==> src/inc/seg_io_consts.svh <==
// register offsets, reset values and segment-select ranges for the shared i/o ports
// assumes inclusion by the package and the design file only
`ifndef SEG_IO_CONSTS_SVH
`define SEG_IO_CONSTS_SVH

`define OFS_P1_DATA   12'h000
`define OFS_P1_DIR    12'h004
`define OFS_P1_PULLUP 12'h008
`define OFS_P2_DATA   12'h00c
`define OFS_P2_DIR    12'h010
`define OFS_LCD_CTRL  12'h014

`define RST_BYTE      8'h00
`define WO_READ_VALUE 8'hff

`define SEGSEL_LSB    0
`define SEGSEL_W      4
`define RST_SEGSEL    4'h0

`define P1_HI_LO      4'h4
`define P1_HI_HI      4'hb
`define P1_LO_LO      4'h3
`define P1_LO_HI      4'ha
`define P2_HI_LO      4'h6
`define P2_HI_HI      4'hd
`define P2_LO_LO      4'h5
`define P2_LO_HI      4'hc

`endif

==> src/inc/seg_io_pkg.sv <==
// types shared by the shared i/o port design
// assumes seg_io_consts.svh on the include path
package seg_io_pkg;
  `include "seg_io_consts.svh"

  typedef logic [7:0] byte_type;
  typedef logic [3:0] segsel_type;

  typedef struct packed {
    byte_type   p1_data;
    byte_type   p1_dir;
    byte_type   p1_pull;
    byte_type   p2_data;
    byte_type   p2_dir;
    segsel_type segsel;
    byte_type   p1_pin_s1;
    byte_type   p1_pin_s2;
    byte_type   p2_pin_s1;
    byte_type   p2_pin_s2;
    logic [31:0] prdata;
    logic        pready;
    logic        pslverr;
    byte_type   p1_out;
    byte_type   p1_oe;
    byte_type   p1_pu;
    byte_type   p1_seg;
    byte_type   p2_out;
    byte_type   p2_oe;
    byte_type   p2_seg;
  } state_type;
endpackage

==> src/design/seg_io_ports.sv <==
// two 8-bit general i/o ports shared with lcd segment drivers, apb slave
// assumes pins arrive asynchronously; the lcd controller reads the segment enables
//
// Chosen here: the APB slave port and the placing of the registers.
`timescale 1ns/1ps
`include "seg_io_consts.svh"

// Behaviour
// - first-port direction bit one makes pin output, zero makes it input
// - first-port direction and data act only on pins left to general i/o
// - first-port direction register is write-only and reads as all ones
// - first-port general i/o input pin with pull-up bit one gets pull-up; output and segment pins never do
// - after reset first-port pull-ups are off, pull-up register cleared
// - first-port upper pins are segments for select codes 0100 to 1011
// - first-port lower pins are segments for select codes 0011 to 1010
// - second-port data reads latch for outputs, live pin for inputs; writes store
// - second-port direction bit one makes pin output, zero makes it input
// - second-port direction and data act only on pins left to general i/o
// - second-port direction register is write-only and reads as all ones
// - first-port data reads latch for outputs, live pin for inputs
// - second-port upper pins are segments for select codes 0110 to 1101
// - second-port lower pins are segments for select codes 0101 to 1100
module seg_io_ports (
  input  wire logic               pclk,
  input  wire logic               presetn,
  input  wire logic               psel,
  input  wire logic               penable,
  input  wire logic               pwrite,
  input  wire logic [11:0]        paddr,
  input  wire logic [31:0]        pwdata,
  input  wire logic [3:0]         pstrb,
  output logic      [31:0]        prdata,
  output logic                    pready,
  output logic                    pslverr,
  input  wire seg_io_pkg::byte_type first_port_pin_in,
  output seg_io_pkg::byte_type    first_port_pin_out,
  output seg_io_pkg::byte_type    first_port_pin_oe,
  output seg_io_pkg::byte_type    first_port_pullup_on,
  output seg_io_pkg::byte_type    segment_output_upper_en,
  input  wire seg_io_pkg::byte_type second_port_pin_in,
  output seg_io_pkg::byte_type    second_port_pin_out,
  output seg_io_pkg::byte_type    second_port_pin_oe,
  output seg_io_pkg::byte_type    segment_output_high_en,
  output seg_io_pkg::segsel_type  segment_select
);
  import seg_io_pkg::*;

  state_type q;
  state_type d;

  ////////////////////////////////////////////////////////////////////////////
  // segment ownership per nibble
  function automatic byte_type seg_mask(input segsel_type s, input segsel_type hl, input segsel_type hh,
                                        input segsel_type ll, input segsel_type lh);
    seg_mask = {{4{(s >= hl) && (s <= hh)}}, {4{(s >= ll) && (s <= lh)}}};
  endfunction

  byte_type   p1_seg_m;
  byte_type   p2_seg_m;
  logic       acc;
  logic       mapped;
  logic [7:0] rd;

  always_comb begin
    p1_seg_m = seg_mask(q.segsel, `P1_HI_LO, `P1_HI_HI, `P1_LO_LO, `P1_LO_HI);
    p2_seg_m = seg_mask(q.segsel, `P2_HI_LO, `P2_HI_HI, `P2_LO_LO, `P2_LO_HI);
  end

  ////////////////////////////////////////////////////////////////////////////
  // next state
  always_comb begin
    d = q;
    // two-flop pin synchronisers; only the second stage is read
    d.p1_pin_s1 = first_port_pin_in;
    d.p1_pin_s2 = q.p1_pin_s1;
    d.p2_pin_s1 = second_port_pin_in;
    d.p2_pin_s2 = q.p2_pin_s1;

    acc    = psel && penable && !q.pready;
    mapped = 1'b1;
    rd     = 8'h00;
    case (paddr)
      `OFS_P1_DATA:   rd = (q.p1_data & q.p1_dir) | (q.p1_pin_s2 & ~q.p1_dir);
      `OFS_P1_DIR:    rd = `WO_READ_VALUE;
      `OFS_P1_PULLUP: rd = q.p1_pull;
      `OFS_P2_DATA:   rd = (q.p2_data & q.p2_dir) | (q.p2_pin_s2 & ~q.p2_dir);
      `OFS_P2_DIR:    rd = `WO_READ_VALUE;
      `OFS_LCD_CTRL:  rd = {4'h0, q.segsel};
      default:        mapped = 1'b0;
    endcase

    // one wait state: pready rises in the second access cycle
    d.pready  = acc;
    d.pslverr = acc && !mapped;
    d.prdata  = (acc && !pwrite) ? {24'h000000, rd} : 32'h00000000;

    if (acc && pwrite && mapped && pstrb[0]) begin
      case (paddr)
        `OFS_P1_DATA:   d.p1_data = pwdata[7:0];
        `OFS_P1_DIR:    d.p1_dir  = pwdata[7:0];
        `OFS_P1_PULLUP: d.p1_pull = pwdata[7:0];
        `OFS_P2_DATA:   d.p2_data = pwdata[7:0];
        `OFS_P2_DIR:    d.p2_dir  = pwdata[7:0];
        `OFS_LCD_CTRL:  d.segsel  = pwdata[`SEGSEL_LSB +: `SEGSEL_W];
        default:        d.segsel  = q.segsel;
      endcase
    end

    // segment-owned pins ignore direction and data
    d.p1_oe  = q.p1_dir & ~p1_seg_m;
    d.p1_out = q.p1_data & ~p1_seg_m;
    d.p1_pu  = q.p1_pull & ~q.p1_dir & ~p1_seg_m;
    d.p1_seg = p1_seg_m;
    d.p2_oe  = q.p2_dir & ~p2_seg_m;
    d.p2_out = q.p2_data & ~p2_seg_m;
    d.p2_seg = p2_seg_m;
  end

  ////////////////////////////////////////////////////////////////////////////
  // state register
  always_ff @(posedge pclk or negedge presetn) begin
    if (!presetn) begin
      q         <= '0;
      q.segsel  <= `RST_SEGSEL;
      q.p1_pull <= `RST_BYTE;
    end else begin
      q <= d;
    end
  end

  assign prdata                  = q.prdata;
  assign pready                  = q.pready;
  assign pslverr                 = q.pslverr;
  assign first_port_pin_out      = q.p1_out;
  assign first_port_pin_oe       = q.p1_oe;
  assign first_port_pullup_on    = q.p1_pu;
  assign segment_output_upper_en = q.p1_seg;
  assign second_port_pin_out     = q.p2_out;
  assign second_port_pin_oe      = q.p2_oe;
  assign segment_output_high_en  = q.p2_seg;
  assign segment_select          = q.segsel;
endmodule

==> config.mk <==
export PLATFORM = sky130hd
export DESIGN_NAME = seg_io_ports
export DESIGN_NICKNAME = d
export VERILOG_FILES = /design/src/inc/seg_io_pkg.sv /design/src/design/seg_io_ports.sv
export VERILOG_INCLUDE_DIRS = /design/src /design/src/inc
export SDC_FILE = /design/constraint.sdc
export NUM_CORES = 1
export LEC_CHECK = 0
export ABC_CLOCK_PERIOD_IN_PS = 2700
export BUFFER_PORTS_ARGS = -buffer_cell sky130_fd_sc_hd__buf_2
export CAP_MARGIN = 20
export CORE_ASPECT_RATIO = 0.6
export CORE_MARGIN = 10
export CORE_UTILIZATION = 35
export CTS_CLUSTER_SIZE = 40
export DETAILED_ROUTE_END_ITERATION = 10
export SYNTH_ARGS = -nofsm -noshare
export SYNTH_HDL_FRONTEND = slang
export SYNTH_SLANG_ARGS = --single-unit
==> constraint.sdc <==
create_clock -name pclk -period 2.7 [get_ports pclk]
set_clock_uncertainty 0.2 [all_clocks]
set_input_delay 0.54 -clock pclk [delete_from_list [all_inputs] [get_ports pclk]]
set_output_delay 0.54 -clock pclk [all_outputs]
set_load 0.005 [all_outputs]
# == Word-level counts from Yosys, hierarchy flattened ==
# Index checks and enable logic that the tools add are counted.
# classes
mux,3
n_bitwise,16
n_lt_le_gt_ge,8
eq_ne,5
reduce_logical,23
# ops
cell,n
$and 8x8->8,10
$pmux 8 s5,1
$not 8->8,4
$eq 12x4->1 const B,2
$eq 12x5->1 const B,2
$le 4x4->1 const B,4
$or 8x8->8,2
$eq 12x3->1 const B,1
$ge 4x3->1 const B,3
$logic_not 12->1,1
$reduce_and 2->1,6
$logic_and 1x1->1,11
$mux 8,1
$reduce_or 6->1,1
$ge 4x2->1 const B,1
$logic_not 1->1,3
$reduce_or 2->1,1
$mux 1,1
# word_totals
ff_bits,136
elab_cells,75
out_inout_bits,94
input_bits,69

# == Depth between registers and ports, before layout ==
# Gate-level depths: netlist of the first run.
# logic_depth
word_depth,6
ltp_mapped,7
mapped_depth_nobuf,6

# == Worst setup path after synthesis of the first run ==
# OpenSTA, ideal clock, no wires.
# synth_timing
path_type,input -> register
from,in paddr[4]
to,reg q[158] (netlist bit)
path_slack_ns,0.520
stages,5
setup_time_ns,0.125
t_arrival_ns,1.855
t_required_ns,2.375
n_path_buf,1
cell_sequence,clkbuf_2 -> nor2_1 -> nand2_1 -> nor3_2 -> mux2_2
# synth_via
elab_chain_len,6
# synth_rtl
element,line_no,rtl
from (decl),seg_io_ports.sv:29,"input wire logic [11:0] paddr,"
$eq 12x5->1 (tied with other cells),seg_io_ports.sv:82,case (paddr)
$reduce_or 6->1 (no line),-,
$mux 1,seg_io_ports.sv:82,
$logic_and 1x1->1 (2 in a row),seg_io_ports.sv:97,if (acc && pwrite && mapped && pstrb[0]) begin
$reduce_and 2->1 (no line) (*),-,
to (decl),seg_io_ports.sv:48,state_type q;
# Mark *: on every way between the ends. The rest lies on a longest branch, timed or not.
# A chain may end at the register's enable or synchronous reset.

==> summary.txt, run 1 <==
R2R Setup Slk = 0.37 ns
Sequential share of power = 0.431
Status = finished, final reports clean
CP Cell Sequence = inv_1, ha_1, nor4b_1, a21o_1, a21oi_1, and3b_1
Die ar. = 21360 um^2
H-tree Lvls = 4
Initial Util = 0.3580
Pre-CTS WS = 0.1641 ns
Worst EP arrival = 2.46 ns
Largest net degree at the start of global routing = 54
Net Sw Power = 947.1 uW
Crit-path slowest cell = a21oi_1
Mapped Area = 5519 um^2
Cell Pwr Density = 715.1 nW/um^2
Clock power frac = 0.537
Fin crit share = 0.8618
Final setup violation count = 0
Crit path from = segment_select[3]
Fill count = 1493
# Max-Cap Violations = 0
Yosys cell types = 43
Largest cells by area after synthesis = dfrtp_1 (59%), buf_4 (13%), mux2_2 (9.6%)
Post-Synth Adder-Cell Area = 0.009068
Final setup margin = 0.3732 ns
Clock slew at reported path FFs = 0.06 ns
Setup TNS Final = 0 ns
FF-to-FF Start = segment_select[3]
Post-synthesis sequential element count = 130
Final Non-Filler Cells = 702
Yosys top cell area share = 0.5894
Routed len/inst = 18.22 um
Post-cts sizing count = 0
Post-route ant nets = 0
Gpl congestion = 0.8596
Total routed wirelength = 12790 um
Min Clock Period, post-route = 2.327 ns
CTS tree = built
GRT Residual Overflow = 0
# rows = 35
First-pass GRT wire length = 19500 um
F_max = 429.8 MHz
Die width = 182.1 um
Design internal power = 3657 uW
Slew Viols, Final = 0
Register area share after synthesis = 0.5894
CP Launch Type = flop
Top Ports = 163
Ys Warns = 0
Switching fraction of total power = 0.2057
Setup Buffers After CTS = 0
Post-synthesis mux area share = 0.1195
Via/cell ratio = 4.436
CP delay by family, top = compound AO/OA/AOI/OAI gates
Clk_lat worst skew = 0.40 ns
Avg Cell Area, Syn = 13.14 um^2
Vias in the first global route = 3396
Vias post-DR = 3114
Synth Area in Compound Gates = 0.03605
Area leader, netlist = dfrtp_1
Final core occ = 0.4177
RSZ-0062 raised after global routing = no
Drt initial violations = 159
Gate power share = 0.032
CORE AREA = 15410 um^2
Drc violations = 0
Placed instance count = 668
Cells after synthesis = 420
Hold Fails Final Rpt = 0
Slew @ Worst Pin = 0.9482 ns
Hold path startpoint = second_port_pin_in[4]
Area growth, synth to finish = 16.66%
Num CTS Buffers = 17
Clock Sinks = 130
Worst EP required = 2.84 ns
Die Ht = 117.3 um
First-pass DRT Iterations = 5
Post-Synth XOR/XNOR Area = 0
Largest family of logic cells by synthesized area = buffers and inverters
VDD IR max = 0.3056 mV
Detail Placement HPWL = 9537 um
CTS max path bufs = 2
Critical Path End Type = flop
Leakage = 0.003412 uW
Area share of and/or/nand/nor cells after synthesis = 0.1102
Critical path peak fanout = 13
Worst Hold Class = primary input to flop
Slew headroom = 0.3679
WP buf/inv = 1
Largest stage delay, worst path = 0.75 ns
CTS Hold Bufs = 1
All-Layer GR Usage = 0.1202
Worst setup path category = flop to flop
Clock root buffer = clkbuf_16
Power, Total = 4604 uW
Final #Nets = 558
Antenna violations before repair = 1
Port bufs = 111
Layout cells sized above 1 = 0.4257
## state kept, by name (all words and copies together) (netlist names)
register / flops
q: 56
second_port_pin_oe: 8
segment_output_high_en: 2
first_port_pullup_on: 8
pready: 1
first_port_pin_oe: 8
first_port_pin_out: 8
pslverr: 1
second_port_pin_out: 8
segment_select: 4
prdata: 8
segment_output_upper_en: 2
d: 16
## cell families (layout without fill, tap and decap cells)
| family | Yosys count | in the layout |
|---|---|---|
| compound gates | 30 | 30 |
| fa+ha+maj | 4 | 4 |
| buf+inv | 104 | 159 |
| flops | 130 | 130 |
| mux | 60 | 60 |
| other cells | 1 | 25 |
| simple gates | 91 | 91 |
## final cells by class
class / instances / area, um^2 / share of cell area
sequential: 130 / 3253 / 0.5052
multi-input combinational: 209 / 1607 / 0.2495
timing repair buffer: 123 / 666.9 / 0.1036
tap: 203 / 254.0 / 0.03945
inverter: 4 / 15.01 / 0.002332
clock buffer: 18 / 429.2 / 0.06665
clock inverter: 14 / 211.5 / 0.03284
antenna: 1 / 2.502 / 0.0003887
## Yosys cell counts, drive strengths merged
master,instances
or3,2
and3b,5
nor3,5
nand3,2
a211o,7
mux2i,13
nor3b,4
nor4b,3
nand4,2
a21o,1
nor2,8
and3,1
buf,95
nor4,2
and2,16
ha,4
or4b,1
o21a,1
mux2,47
conb,1
nand2,20
a31oi,3
a211oi,1
nor2b,17
nand4b,2
clkbuf,5
and4,1
dfrtp,130
a22oi,1
inv,4
o21ai,7
o211ai,3
a21oi,6
## power by group through the flow
stage	clock network [uW]	registers, uW	logic (uW)
2_1_floorplan	0	2020	65.9
3_3_place_gp	0	2020	141
3_5_place_dp	0	2020	146
4_1_cts	2520	1980	148
5_1_grt	2620	1990	167
6_report	2470	1980	146
## through the flow
stage / area [um^2] / hold slack (ns)
floorplan: 5605 / 0.04441
detailed placement: 5786 / 0.1355
finish: 6439 / 0.03767
global route: 6439 / 0.02626
CTS: 6436 / 0.02682
global placement: 5786 / 0.1340
## worst paths after layout
kind                                      endpoint  cells past startpoint
min in group asynchronous                   d[110]                      2
max                        first_port_pullup_on[3]                      6
min                                          d[94]                      1
min reg2reg                                 q[107]                      0
max reg2reg                first_port_pullup_on[3]                      6
max in group asynchronous                    q[97]                      3
## layer usage
layer  GRT usage  routed length [um]
met5           0                   0
met4     0.04425                 121
met3     0.04421                 981
met2      0.1730                5604
met1      0.1618                6081
## cell usage in the layout (no fill, tap or decap), drive strengths merged, types with 5 or more instances in the layout
master,netlist,final
clkbuf,5,18
a21oi,6,6
mux2i,13,13
nor2b,17,17
and3b,5,5
clkinv,0,6
nor2,8,8
inv,4,5
nand2,20,20
nor3,5,5
and2,16,16
dfrtp,130,130
conb,1,24
mux2,47,47
o21ai,7,7
bufinv,0,5
buf,95,122
a211o,7,7
## worst register-to-register path: cells and delay by family (launching register included)
kind / cells / cell delay [ns]
adders and majority gates: 1 / 0.19
AOI/OAI and AO/OA: 2 / 0.91
buffers and inverters: 1 / 0.16
DFF: 1 / 0.47
and+or+nand+nor: 2 / 0.33
Note: power is estimated with default switching activity, not from simulation.
==> inputs of run 2 (changes only) <==
--- a/config.mk
+++ b/config.mk
@@ -14,6 +14,7 @@
 export CORE_UTILIZATION = 35
 export CTS_CLUSTER_SIZE = 40
 export DETAILED_ROUTE_END_ITERATION = 10
+export RECOVER_POWER = 25
 export SYNTH_ARGS = -nofsm -noshare
 export SYNTH_HDL_FRONTEND = slang
 export SYNTH_SLANG_ARGS = --single-unit
==> summary.txt, run 2 (same netlist as run 1, synthesis figures left out) <==
Status = finished, final reports clean
CORE AREA = 15410 um^2 (unchanged)
Worst Hold Class = primary input to flop
Leakage = 0.003410 uW (about the same)
Clk_lat worst skew = 0.40 ns (about the same)
Die Ht = 117.3 um (unchanged)
Critical Path End Type = flop
F_max = 429.3 MHz (-0.11%)
Layout cells sized above 1 = 0.4257 (unchanged)
Vias post-DR = 3109 (-0.16%)
Flip-flop and latch area = 3253 um^2 (unchanged)
Clock Sinks = 130 (unchanged)
# Max-Cap Violations = 0 (unchanged)
Top Ports = 163 (unchanged)
Slew Viols, Final = 0 (unchanged)
Worst setup path category = flop to flop
Area growth, synth to finish = 16.55% (about the same)
Drc violations = 0 (unchanged)
Min Clock Period, post-route = 2.329 ns (+0.002578 ns)
Most frequent cells in the layout = dfrtp_1 (130), buf_2 (110), mux2_2 (47), conb_1 (24), nand2_1 (20)
CP Launch Type = flop
GRT Residual Overflow = 0 (unchanged)
Slew @ Worst Pin = 1.346 ns (+0.3974 ns)
Fill count = 1492 (-0.067%)
Total routed wirelength = 12770 um (-0.11%)
Max reg flops = 56 (unchanged)
VDD IR max = 0.3067 mV (+0.35%)
Gpl congestion = 0.8596 (unchanged)
Hold Fails Final Rpt = 0 (unchanged)
Post-cts sizing count = 0 (unchanged)
Cell Pwr Density = 715.9 nW/um^2 (+0.11%)
Slew headroom = 0.1030 (-0.2649)
Routed len/inst = 18.20 um (-0.11%)
Fin crit share = 0.8627 (+0.0009548)
Vias in the first global route = 3396 (unchanged)
First-pass DRT Iterations = 4 (-1)
Antenna violations before repair = 1 (unchanged)
Post-route ant nets = 0 (unchanged)
Drt initial violations = 163 (+2.5%)
Die ar. = 21360 um^2 (unchanged)
Worst EP required = 2.84 ns (about the same)
Num CTS Buffers = 17 (unchanged)
First-pass GRT wire length = 19500 um (unchanged)
CTS max path bufs = 2 (unchanged)
Largest net degree at the start of global routing = 54 (unchanged)
Final #Nets = 558 (unchanged)
All-Layer GR Usage = 0.1202 (unchanged)
Critical path peak fanout = 13 (unchanged)
RSZ-0062 raised after global routing = no
Biggest register = q
Setup TNS Final = 0 ns (unchanged)
Footprint of the multi-input gates = 1607 um^2 (unchanged)
Port bufs = 111 (unchanged)
Commonest non-fill, non-tap cell in the layout = dfrtp_1
Worst Hold Slack = 0.03713 ns (-0.0005363 ns)
Worst EP arrival = 2.47 ns (about the same)
# rows = 35 (unchanged)
Clock root buffer = clkbuf_16
Clock slew at reported path FFs = 0.06 ns (about the same)
Final setup violation count = 0 (unchanged)
Die width = 182.1 um (unchanged)
CTS tree = built
Via/cell ratio = 4.429 (-0.16%)
Initial Util = 0.3580 (unchanged)
H-tree Lvls = 4 (unchanged)
Detail Placement HPWL = 9537 um (unchanged)
==> run 2: cell count changes in the layout (fill, tap and decap cells not counted) <==
cell and change:
buf_6 -1, clkbuf_2 +1
==> run 2: worst max-delay path, stage by stage (launching register included) <==
cell and delay (ns):
dfrtp_1 0.46, inv_1 0.16, ha_1 0.20, nor4b_1 0.06
a21o_1 0.16, a21oi_1 0.75, and3b_1 0.27
==> run 2: worst paths after layout <==
path	start	endpoint	slack (ns)	depth (start not counted)
worst max-delay path	segment_select[3]	first_port_pullup_on[3]	0.37	6
worst min-delay path	second_port_pin_in[4]	d[94]	0.04	1
worst max register to register	segment_select[3]	first_port_pullup_on[3]	0.37	6
worst min register to register	d[109]	q[109]	0.15	0
max in group asynchronous	presetn	q[97]	0.43	3
min in group asynchronous	presetn	first_port_pin_out[4]	0.77	2
==> run 2: area by class of cell <==
class,instances,area share
Sequential cell,130,0.5057
Tap cell,203,0.03949
Multi-Input combinational cell,209,0.2498
Timing Repair Buffer,123,0.1027
Clock buffer,18,0.06672
Inverter,4,0.002334
Antenna cell,1,0.0003890
Clock inverter,14,0.03287
==> run 2: metrics by stage <==
step                        util  setup slack, ns  instance area, um^2  cells  total power, uW
after floorplan                -           0.5198                 5605    443             2082
after global placement    0.3753           0.1781                 5786    668             2159
after detailed placement  0.3753           0.1641                 5786    668             2164
after CTS                 0.4175           0.3397                 6436    701             4655
after global routing      0.4173           0.1186                 6432    702             4774
final                     0.4173           0.3706                 6432    702             4605
==> run 2: timing repair <==
action,4_1_cts,5_1_grt
buffers inserted,0,0
hold endpoints to repair,51,0
setup endpoints to repair,0,0
hold buffers,1,0
==> run 2: metal layers <==
layer / part of all wire / up-vias / track usage
li1: - / 1441 / -
met3: 0.072 / 10 / 0.04421
met4: 0.0085 / 0 / 0.04425
met5: 0 / - / 0
met1: 0.48 / 1560 / 0.1618
met2: 0.44 / 98 / 0.1730
==> run 2: where the power goes <==
part           internal (uW)  switching [uW]  leakage, uW  total (uW)
Combinational           44.2             101      0.00136         145
Clock                   1640             839     0.000310        2480
Sequential              1980            8.24      0.00174        1980
==> inputs of run 3 (changes only) <==
--- a/config.mk
+++ b/config.mk
@@ -14,6 +14,7 @@
 export CORE_UTILIZATION = 35
 export CTS_CLUSTER_SIZE = 40
 export DETAILED_ROUTE_END_ITERATION = 10
+export PLACE_DENSITY = 0.67
 export RECOVER_POWER = 25
 export SYNTH_ARGS = -nofsm -noshare
 export SYNTH_HDL_FRONTEND = slang
==> summary.txt, run 3 (same netlist as run 1, synthesis figures left out) <==
RSZ-0062 raised after global routing = no
FF-to-FF Start = pready
Final setup violation count = 0 (unchanged)
Critical Path End Type = flop
CTS tree = built
CTS Hold Bufs = 0 (-1)
Hold Fails Final Rpt = 7 (+7)
CTS max path bufs = 2 (unchanged)
Setup Buffers After CTS = 0 (unchanged)
Largest net degree at the start of global routing = 84 (+56%)
Slew Viols, Final = 0 (unchanged)
R2R cell count = 5 (-1)
Power, Total = 4364 uW (-5.2%)
H-tree Lvls = 4 (unchanged)
Leakage = 0.003377 uW (-0.97%)
Setup TNS Final = 0 ns (unchanged)
R2R Setup Slk = 0.53 ns (+0.16 ns)
Final setup margin = 0.5284 ns (+0.1578 ns)
Routed len/inst = 18.36 um (+0.88%)
Slew @ Worst Pin = 0.7510 ns (-0.5946 ns)
Max reg flops = 56 (unchanged)
Die ar. = 21360 um^2 (unchanged)
Antenna violations before repair = 0 (-1)
Total routed wirelength = 12870 um (+0.74%)
Drt initial violations = 131 (-20%)
Met3 Usage GRT = 0.05312 (+0.008904)
Worst Hold Slack = -0.008583 ns (-0.04571 ns)
Ant. Diodes = 0 (-1)
Die width = 182.1 um (unchanged)
Worst EP required = 2.77 ns (-0.07 ns)
Die Ht = 117.3 um (unchanged)
Cell Pwr Density = 684.4 nW/um^2 (-4.4%)
CP Launch Type = primary input
Slew headroom = 0.4993 (+0.3964)
F_max = 460.5 MHz (+7.3%)
Critical path peak fanout = 5 (-8)
All-Layer GR Usage = 0.1219 (+0.001648)
GRT Residual Overflow = 0 (unchanged)
Worst flop-to-flop path endpoint = q[148]
Clock Sinks = 130 (unchanged)
Drc violations = 0 (unchanged)
Vias post-DR = 3104 (-0.16%)
Layout cells sized above 1 = 0.4237 (-0.002008)
Fin crit share = 0.8043 (-0.05843)
Worst Hold Class = primary input to asynchronous set/reset pin
VDD IR max = 0.4073 mV (+33%)
First-pass GRT wire length = 19700 um (+1.0%)
Fill count = 1476 (-1.1%)
Final core occ = 0.4136 (-0.003653)
Failing checks = hold timing
CORE AREA = 15410 um^2 (unchanged)
Final #Nets = 558 (unchanged)
Grt peak-use layer = met2
Min Clock Period, post-route = 2.172 ns (-0.1578 ns)
Detail Placement HPWL = 9735 um (+2.1%)
Post-route ant nets = 0 (unchanged)
Post-cts sizing count = 0 (unchanged)
Area growth, synth to finish = 15.53%
Port bufs = 111 (unchanged)
Via/cell ratio = 4.428 (about the same)
Biggest register = q
Most frequent cells in the layout = dfrtp_1 (130), buf_2 (110), mux2_2 (47), conb_1 (24), nand2_1 (20)
Num CTS Buffers = 17 (unchanged)
Grt met2 use = 0.1871 (+0.01411)
Met1 Use GR = 0.1541 (-0.007666)
Worst setup path category = primary input to flop
Pre-CTS WS = 0.09613 ns (-0.06793 ns)
# Max-Cap Violations = 0 (unchanged)
Status = finished, violations left
Worst EP arrival = 2.24 ns (-0.23 ns)
Clk_lat worst skew = 0.39 ns (about the same)
Clock root buffer = clkbuf_16
Top Ports = 163 (unchanged)
Clock slew at reported path FFs = 0.06 ns (about the same)
# rows = 35 (unchanged)
Gpl congestion = 0.9112 (+6.0%)
First-pass DRT Iterations = 5 (+1)
Commonest non-fill, non-tap cell in the layout = dfrtp_1
Vias in the first global route = 3443 (+1.4%)
Initial Util = 0.3580 (unchanged)
run 3: changes by cell type in the layout (fill, tap and decap cells not counted), sizes merged:
cell | previous run | this run
dlygate4sd3 | 1 | 0
diode | 1 | 0
bufinv | 5 | 2
clkbuf | 19 | 23
clkinv | 6 | 3
clkinvlp | 2 | 4
buf | 121 | 123
inv | 5 | 4
run 3: per-stage QoR:
stage / instance area (um^2) / std cells / hold WS, ns
final: 6376 / 701 / -0.008583
after detailed placement: 5786 / 668 / 0.1347
after global routing: 6376 / 701 / 0.01987
after global placement: 5786 / 668 / 0.1356
after CTS: 6369 / 700 / 0.01713
after floorplan: 5605 / 443 / 0.04441
run 3: cell type report:
class                      instances  area [um^2]  area share
tap                              203        254.0     0.03984
sequential                       130         3253      0.5102
multi-input combinational        209         1607      0.2520
inverter                           4        15.01    0.002355
timing repair buffer             123        664.4      0.1042
clock buffer                      23        478.0     0.07496
clock inverter                     9        105.1     0.01648
run 3: power by group:
part | switching (uW) | internal (uW) | leakage [uW] | total [uW]
Clock | 804 | 1430 | 0.000275 | 2230
Sequential | 7.52 | 1980 | 0.00174 | 1980
Combinational | 102 | 45.1 | 0.00136 | 147
Total | 914 | 3450 | 0.00338 | 4360
run 3: how the worst max path moves through the flow:
stage,startpoint,endpoint,slack [ns],depth (start not counted)
after floorplan,paddr[4],q[158],0.52,5
after global placement,paddr[9],q[148],0.16,6
after detailed placement,paddr[9],q[148],0.1,6
after CTS,segment_select[3],first_port_pullup_on[2],0.30,6
after global routing,pready,segment_select[2],0.42,4
final,paddr[9],q[148],0.53,6
run 3: worst max-delay path, stage by stage:
cell,delay [ns]
buf_2,0.12
nor4_4,0.40
nand4_1,0.29
nor3_4,0.33
buf_4,0.22
mux2_2,0.35
run 3: metal layers:
metal,part of all wire,vias to the layer above
li1,-,1433
met1,0.46,1569
met2,0.46,98
met3,0.076,4
met4,0.0044,0
met5,0,-
